### config.mk
export PLATFORM = sky130hd
export DESIGN_NAME = rfs_serial_ctrl
export DESIGN_NICKNAME = d
export VERILOG_FILES = /design/src/design/rfs_pkg.sv /design/src/design/rfs_serial_ctrl.sv
export SDC_FILE = /design/constraint.sdc
export NUM_CORES = 1
export LEC_CHECK = 0
export BUFFER_PORTS_ARGS = -buffer_cell sky130_fd_sc_hd__buf_2
export CORE_MARGIN = 4
export CORE_UTILIZATION = 45
export DETAILED_ROUTE_END_ITERATION = 10
export PLACE_DENSITY = 0.73
export SLEW_MARGIN = 30
export SYNTH_ARGS = -nofsm -noshare
export SYNTH_HDL_FRONTEND = slang
export SYNTH_SLANG_ARGS = --single-unit
### constraint.sdc
create_clock -name ref_clk -period 2 [get_ports ref_clk]
set_input_delay 0 -clock ref_clk [delete_from_list [all_inputs] [get_ports ref_clk]]
set_output_delay 0 -clock ref_clk [all_outputs]
set_load 0.005 [all_outputs]
### src/design/rfs_pkg.sv
// ****************************************************************
// Shared constants of the switch driver serial port
// ****************************************************************
package rfs_pkg;

  // ****************************************************************
  // Frame layout
  // ****************************************************************
  localparam int unsigned FRAME_BITS     = 16;
  localparam int unsigned REG_BITS       = 8;
  localparam int unsigned CTRL_HI        = 15;
  localparam int unsigned CTRL_LO        = 8;
  localparam int unsigned STATE_HI       = 7;
  localparam int unsigned STATE_LO       = 0;

  // ****************************************************************
  // Control register bit positions
  // ****************************************************************
  localparam int unsigned CTL_WRITE_EN   = 7;
  localparam int unsigned CTL_FAULT      = 6;
  localparam int unsigned CTL_SLEEP      = 5;
  localparam int unsigned CTL_FLT_OFF    = 4;
  localparam int unsigned CTL_HVCMP_OFF  = 3;
  localparam int unsigned CTL_PUMP_ON    = 1;

  // ****************************************************************
  // Switch state register layout
  // ****************************************************************
  localparam int unsigned PATH_COUNT     = 4;

  // ****************************************************************
  // Values after reset
  // ****************************************************************
  localparam logic [7:0]  STATE_RESET    = 8'h00;
  localparam logic [7:0]  CTRL_RESET     = 8'h00;
  localparam logic [15:0] FRAME_RESET    = 16'h0000;

  // ****************************************************************
  // Interface select levels and serial clock limit
  // ****************************************************************
  localparam logic        MODE_SERIAL    = 1'b0;
  localparam real         SCK_MAX_MHZ    = 33.0;
  localparam real         REF_CLK_MHZ    = 25.0;
  // Serial clock needs a high and a low of at least two sampled cycles
  localparam int unsigned SCK_MIN_PERIOD_CYCLES = 4;

  // ****************************************************************
  // Transaction states, one-hot
  // ****************************************************************
  typedef enum logic [1:0] {
    RFS_IDLE  = 2'b01,
    RFS_SHIFT = 2'b10
  } rfs_state_type;

endpackage : rfs_pkg

### src/design/rfs_serial_ctrl.sv
`timescale 1ns/1ns

module rfs_serial_ctrl
  import rfs_pkg::*;
(
  // Clock and reset
  input  wire logic ref_clk,
  input  wire logic rst,
  // Interface select pin
  input  wire logic mode_sel,
  // Serial port pins
  input  wire logic select_n,
  input  wire logic sck,
  input  wire logic mosi,
  output logic      miso,
  // Parallel-mode pins, ignored in serial mode
  input  wire logic pump_on_pin,
  input  wire logic fault_shutdown_pin,
  // Supply comparators, high while under voltage
  input  wire logic vdd_uv,
  input  wire logic hv_uv,
  // Switch drive
  output logic      path1_enable,
  output logic      path2_enable,
  output logic      path3_enable,
  output logic      path4_enable,
  // Analog control
  output logic      pump_enable,
  output logic      analog_enable,
  output logic      hv_comparator_enable,
  // Status
  output logic      fault_latched,
  output logic      shutdown_active,
  output logic [7:0] switch_path_state_out,
  output logic [7:0] driver_control_and_fault_out
);

  // ****************************************************************
  // State record
  // ****************************************************************
  typedef struct packed {
    logic [1:0]    mode_sync;
    logic [1:0]    sel_sync;
    logic [1:0]    sck_sync;
    logic [1:0]    mosi_sync;
    logic [1:0]    vdd_sync;
    logic [1:0]    hv_sync;
    logic [1:0]    pump_pin_sync;
    logic [1:0]    flt_pin_sync;
    logic          sel_prev;
    logic          sck_prev;
    rfs_state_type fsm;
    logic [15:0]   shreg;
    logic          miso;
    logic [7:0]    switch_path_state;
    logic [7:0]    driver_control_and_fault;
    logic          shutdown;
    logic [3:0]    paths;
    logic          pump;
    logic          analog;
    logic          hv_cmp;
  } rfs_regs_type;

  rfs_regs_type r;
  rfs_regs_type next_r;

  // ****************************************************************
  // Helpers
  // ****************************************************************

  // Edge of a synchronised level against its previous sample
  function automatic logic rfs_rise(input logic now, input logic prev);
    rfs_rise = now & ~prev;
  endfunction : rfs_rise

  function automatic logic rfs_fall(input logic now, input logic prev);
    rfs_fall = ~now & prev;
  endfunction : rfs_fall

  // ****************************************************************
  // Synchronised views, second stage only
  // ****************************************************************
  logic serial_mode;
  logic sel_n_s;
  logic sck_s;
  logic mosi_s;
  logic vdd_uv_s;
  logic hv_uv_s;
  logic pump_pin_s;
  logic flt_pin_s;

  assign serial_mode = (r.mode_sync[1] == MODE_SERIAL);
  assign sel_n_s     = r.sel_sync[1];
  assign sck_s       = r.sck_sync[1];
  assign mosi_s      = r.mosi_sync[1];
  assign vdd_uv_s    = r.vdd_sync[1];
  assign hv_uv_s     = r.hv_sync[1];
  assign pump_pin_s  = r.pump_pin_sync[1];
  assign flt_pin_s   = r.flt_pin_sync[1];

  // ****************************************************************
  // Edge detection
  // ****************************************************************
  logic sel_fall;
  logic sel_rise;
  logic sck_rise;
  logic sck_fall;

  // Parallel mode masks the port so stray pin levels start nothing
  assign sel_fall = serial_mode & rfs_fall(sel_n_s, r.sel_prev);
  assign sel_rise = rfs_rise(sel_n_s, r.sel_prev);
  assign sck_rise = rfs_rise(sck_s, r.sck_prev);
  assign sck_fall = rfs_fall(sck_s, r.sck_prev);

  // ****************************************************************
  // Effective control settings
  // ****************************************************************
  logic sleep_on;
  logic flt_off;
  logic hv_cmp_off;
  logic pump_req;
  logic fault_now;
  logic write_frame;

  // Register bits in serial mode, pins otherwise with sleep forced off; hv_cmp_off comes from the register in both modes
  always_comb begin
    sleep_on   = serial_mode & r.driver_control_and_fault[CTL_SLEEP];
    hv_cmp_off = r.driver_control_and_fault[CTL_HVCMP_OFF];
    if (serial_mode) begin
      flt_off  = r.driver_control_and_fault[CTL_FLT_OFF];
      pump_req = r.driver_control_and_fault[CTL_PUMP_ON];
    end else begin
      flt_off  = flt_pin_s;
      pump_req = pump_pin_s;
    end
  end

  // High-voltage comparator counts unless its control bit turns it off, sleep or not
  assign fault_now = vdd_uv_s | (hv_uv_s & ~hv_cmp_off);

  // Write enable travels in the frame's top bit
  assign write_frame = (r.fsm == RFS_SHIFT) & sel_rise & r.shreg[CTRL_HI];

  // ****************************************************************
  // Next-state logic
  // ****************************************************************
  always_comb begin
    next_r = r;

    // Two-stage synchronisers for every pin
    next_r.mode_sync     = {r.mode_sync[0], mode_sel};
    next_r.sel_sync      = {r.sel_sync[0], select_n};
    next_r.sck_sync      = {r.sck_sync[0], sck};
    next_r.mosi_sync     = {r.mosi_sync[0], mosi};
    next_r.vdd_sync      = {r.vdd_sync[0], vdd_uv};
    next_r.hv_sync       = {r.hv_sync[0], hv_uv};
    next_r.pump_pin_sync = {r.pump_pin_sync[0], pump_on_pin};
    next_r.flt_pin_sync  = {r.flt_pin_sync[0], fault_shutdown_pin};
    next_r.sel_prev      = sel_n_s;
    next_r.sck_prev      = sck_s;

    // Transaction sequencing
    unique case (r.fsm)
      RFS_IDLE: begin
        if (sel_fall) begin
          // Load held registers and show the MSB at once
          next_r.shreg = {r.driver_control_and_fault, r.switch_path_state};
          next_r.miso  = r.driver_control_and_fault[CTL_WRITE_EN];
          next_r.fsm   = RFS_SHIFT;
        end
      end
      RFS_SHIFT: begin
        if (sel_rise || !serial_mode) begin
          next_r.fsm  = RFS_IDLE;
          next_r.miso = 1'b0;
        end else begin
          // Shift on rise keeps the full frame in place at select rise
          if (sck_rise) begin
            next_r.shreg = {r.shreg[FRAME_BITS-2:0], mosi_s};
          end
          if (sck_fall) begin
            next_r.miso = r.shreg[FRAME_BITS-1];
          end
        end
      end
    endcase

    // Register update at select rise
    if (write_frame) begin
      next_r.switch_path_state = r.shreg[STATE_HI:STATE_LO];
      next_r.driver_control_and_fault = r.shreg[CTRL_HI:CTRL_LO];
      // A write may clear the fault bit but never set it
      next_r.driver_control_and_fault[CTL_FAULT] =
        r.driver_control_and_fault[CTL_FAULT] & r.shreg[CTRL_HI-1];
    end

    // Fault set beats a same-cycle clear and outlives the fault
    if (fault_now) begin
      next_r.driver_control_and_fault[CTL_FAULT] = 1'b1;
    end

    // Shutdown holds until the pump request drops
    if (!pump_req) begin
      next_r.shutdown = 1'b0;
    end
    if (fault_now && !flt_off) begin
      next_r.shutdown = 1'b1;
    end

    // Registered drive outputs
    if (serial_mode && !next_r.shutdown && !sleep_on) begin
      next_r.paths = next_r.switch_path_state[PATH_COUNT-1:0];
    end else begin
      next_r.paths = 4'h0;
    end
    next_r.pump   = pump_req & ~next_r.shutdown & ~sleep_on;
    next_r.analog = ~sleep_on;
    next_r.hv_cmp = ~hv_cmp_off & ~sleep_on;
  end

  // ****************************************************************
  // State register
  // ****************************************************************

  // Synchronous reset clears both registers and all drive
  always_ff @(posedge ref_clk) begin
    if (rst) begin
      r.mode_sync                <= 2'h0;
      r.sel_sync                 <= 2'h3;
      r.sck_sync                 <= 2'h0;
      r.mosi_sync                <= 2'h0;
      r.vdd_sync                 <= 2'h0;
      r.hv_sync                  <= 2'h0;
      r.pump_pin_sync            <= 2'h0;
      r.flt_pin_sync             <= 2'h0;
      r.sel_prev                 <= 1'b1;
      r.sck_prev                 <= 1'b0;
      r.fsm                      <= RFS_IDLE;
      r.shreg                    <= FRAME_RESET;
      r.miso                     <= 1'b0;
      r.switch_path_state        <= STATE_RESET;
      r.driver_control_and_fault <= CTRL_RESET;
      r.shutdown                 <= 1'b0;
      r.paths                    <= 4'h0;
      r.pump                     <= 1'b0;
      r.analog                   <= 1'b0;
      r.hv_cmp                   <= 1'b0;
    end else begin
      r <= next_r;
    end
  end

  // ****************************************************************
  // Outputs, all from flip-flops
  // ****************************************************************
  assign miso                         = r.miso;
  assign path1_enable                 = r.paths[0];
  assign path2_enable                 = r.paths[1];
  assign path3_enable                 = r.paths[2];
  assign path4_enable                 = r.paths[3];
  assign pump_enable                  = r.pump;
  assign analog_enable                = r.analog;
  assign hv_comparator_enable         = r.hv_cmp;
  assign fault_latched                = r.driver_control_and_fault[CTL_FAULT];
  assign shutdown_active              = r.shutdown;
  assign switch_path_state_out        = r.switch_path_state;
  assign driver_control_and_fault_out = r.driver_control_and_fault;

endmodule : rfs_serial_ctrl

==> summary.md <==
| Metric | Value |
|---|---|
| Yosys reg bits | 61 |
| Clock skew | 4.31 ps |
| RSZ-0062 raised after global routing | no |
| Setup crit start kind | flip-flop |
| PwrDens | ~1100 nW/um^2 |
| Reg2reg path depth | 4 |
| HPWL after DPL | 2690 um |
| Status | finished, final reports clean |
| Reg-to-reg slack, setup | 370 ps |
| Syn avg cell area | between 10 and 15 um^2 |
| Final Hold Fails | 0 |
| Fin Hold WS | 175 ps |
| Sequential area share after synthesis | 53.0% |
| Post-Route WL | 4180 um |
| Clock Pin Slew Worst Setup and Hold Paths | 60 ps |
| Final Net Count | 265 |
| Ranking of synthesized cells by area | dfxtp_1, mux2i_1, o21a_1 |
| Clock Latency Late Sink | 330 ps |
| Setup Buffers After CTS | 0 |
| Static Leakage | between 0.001 and 0.0015 uW |
| DRT iter0 DRCs | roughly 120 |
| Die span in y | between 70 and 80 um |
| Avg Vias per Cell | a little under 5 |
| Std-Cell Rows | 25 |
| # DRC | 0 |
| Clock root buffer | clkbuf_8 |
| Slowest CP cell | a21boi_4 |
| Area delta synth->final | 15.5% |
| Main flop type after synthesis | dfxtp_1 |
| Number of port buffers | 35 |
| TritonCTS Sinks | 61 |
| Routed len/inst | 12.8 um |
| ANT cells | 0 |
| Hold path depth | 2 |
| Final setup fails | 0 |
| Hold Path End | switch_path_state_out[6] |
| Minimum clock period | 1630 ps |
| IO Pins | 36 |
| CP required | 2270 ps |
| CP Capture Type | flip-flop |
| # fillers | 425 |
| Placer Congestion | 0.777 |
| Hold Path Origin | rst |
| Async S/R FF share, synth | 0% |
| Register area | 1220 um^2 |
| Initial antenna violation count | 0 |
| Mapped Cells | 226 |
| F_max | 613 MHz |
| Die Width | 79.5 um |
| Largest stage delay on the critical path | 470 ps |
| Multi-input logic area | just under 900 um^2 |
| Worst R2R End | r[28] |
| First-pass GRT wire length | 7160 um |
| Syn_nets | 236 |
| CP arrival | about 1900 ps |
| Synthesized area | 2300 um^2 |
| Full die area | 6320 um^2 |
| Reg2reg start | r[60] |
| Total track usage | 14.9% |
| Worst-path fanout max | 16 |
| Max-slew violations | 0 |
| Drt first pass iters | 4 |
| Largest net degree at the start of global routing | 37 |
| Num CTS Buffers | 9 |
| Vias in the first global route | 1562 |
| Synth unique cells | 30 |
| Initial Utilization | 47.5% |
| Routed vias | 1597 |
| Cell with the most instances after synthesis | dfxtp_1 |
| Min-Delay Path Class | input port to flip-flop |
| Share of cells above drive strength 1 | approximately 23% |
| Top post-synthesis cells by count | dfxtp_1, nor2_1, a21oi_1 |
| Crit path kind | flip-flop to flip-flop |
| Setup TNS | 0 ps |
| Post-synth EDFFs | 0 |
| TritonCTS clock tree | built |
| H-tree levels | 3 |
| Worst slew margin | approximately three fifths |
| Max IR drop VDD | around 0.55 mV |
| Core area | roughly 4800 um^2 |
| Area share of the largest cell type after synthesis | 53.0% |
| Overflow left after global routing | 0 |
| Fin crit share | 81.6% |
| Ys Warns | 0 |
| Area leader, netlist | dfxtp_1 |
| Worst-Margin Slew | 622 ps |
| Max-Cap Viols | 0 |
| CP Cell Sequence | or3b_4 -> o311ai_4 -> a21boi_4 -> o21a_1 |
| Post-route ant nets | 0 |
| Max clock buf depth | 2 |
placed cells by master (no fill, tap or decap), drive strengths merged, types with 2 or more instances in the layout:
master / count
nand2b: 2
o22ai: 16
o21a: 17
dfxtp: 61
nor4b: 2
inv: 5
or2: 3
buf: 40
clkbuf: 13
clkinv: 2
nor2b: 19
a21oi: 20
nor2: 22
mux2i: 15
dlygate4sd3: 8
critical path, delay by kind of cell, from the launching register on:
family           cells  cell delay, ps
flip-flops           1             400
AND/OR/NAND/NOR      1             450
AO/OA/AOI/OAI        3             740
logic make-up (layout without fill, tap and decap cells):
logic type | after synthesis | after routing | synth area share [%]
DFF | 61 | 61 | 53.0
AOI/OAI and AO/OA | 60 | 60 | 17.8
and+or+nand+nor | 53 | 53 | 12.7
buffers and inverters | 35 | 68 | 9.13
muxes | 16 | 16 | 7.01
xor gates and xnor gates | 1 | 1 | 0.381
repair_timing:
| item | 4_1_cts | 5_1_grt |
|---|---|---|
| hold buffers | 8 | 0 |
| gates resized for setup | 0 | 0 |
| endpoints found under the hold margin | 8 | 0 |
stage by stage:
stage               total power [uW]  instance area (um^2)  util [%]  instances  setup slack, ps
floorplan                       2030                  2300         -        226              448
global placement                2140                  2420      49.9        303              392
detailed placement              2160                  2420      49.9        303              368
CTS                             3060                  2660      54.8        326              350
global route                    3210                  2660      54.8        326              256
finish                          3040                  2660      54.8        326              368
layer usage:
layer	wire length, um	vias up	GRT usage (%)
li1	-	820	-
met3	215	6	5.19
met2	1870	36	22.7
met4	73	0	8.25
met5	0	-	0
met1	2030	735	18.2
power breakdown:
group	switching (uW)	internal [uW]	total, uW
clock network	420	473	893
logic	311	306	617
registers	135	1390	1530
flip-flops by register name, indices dropped and copies added, names as in the netlist:
register                      flops
miso                              1
flt_pin_s                         1
next_r                           10
shutdown_active                   1
path3_enable                      1
path1_enable                      1
hv_comparator_enable              1
switch_path_state_out             8
pump_enable                       1
r                                22
driver_control_and_fault_out      8
pump_pin_s                        1
hv_uv_s                           1
path2_enable                      1
analog_enable                     1
mosi_s                            1
path4_enable                      1
worst max-delay path by stage:
stage	endpoint	cells past startpoint	slack, ps	startpoint
2_1_floorplan	r[25]	6	450	r[60]
3_3_place_gp	r[25]	4	390	r[60]
3_5_place_dp	r[28]	4	370	r[60]
4_1_cts	r[28]	4	350	r[60]
5_1_grt	r[28]	4	260	r[60]
6_report	r[28]	4	370	r[60]
cell type report:
cell class                      instances  area share [%]
Tap cell                               67            3.15
Clock inverter                          2           0.376
Multi-Input combinational cell        130            32.8
Timing Repair Buffer                   48            11.5
Clock buffer                           13            5.60
Inverter                                5           0.706
Sequential cell                        61            45.9
Note: power is estimated with default switching activity, not from simulation.
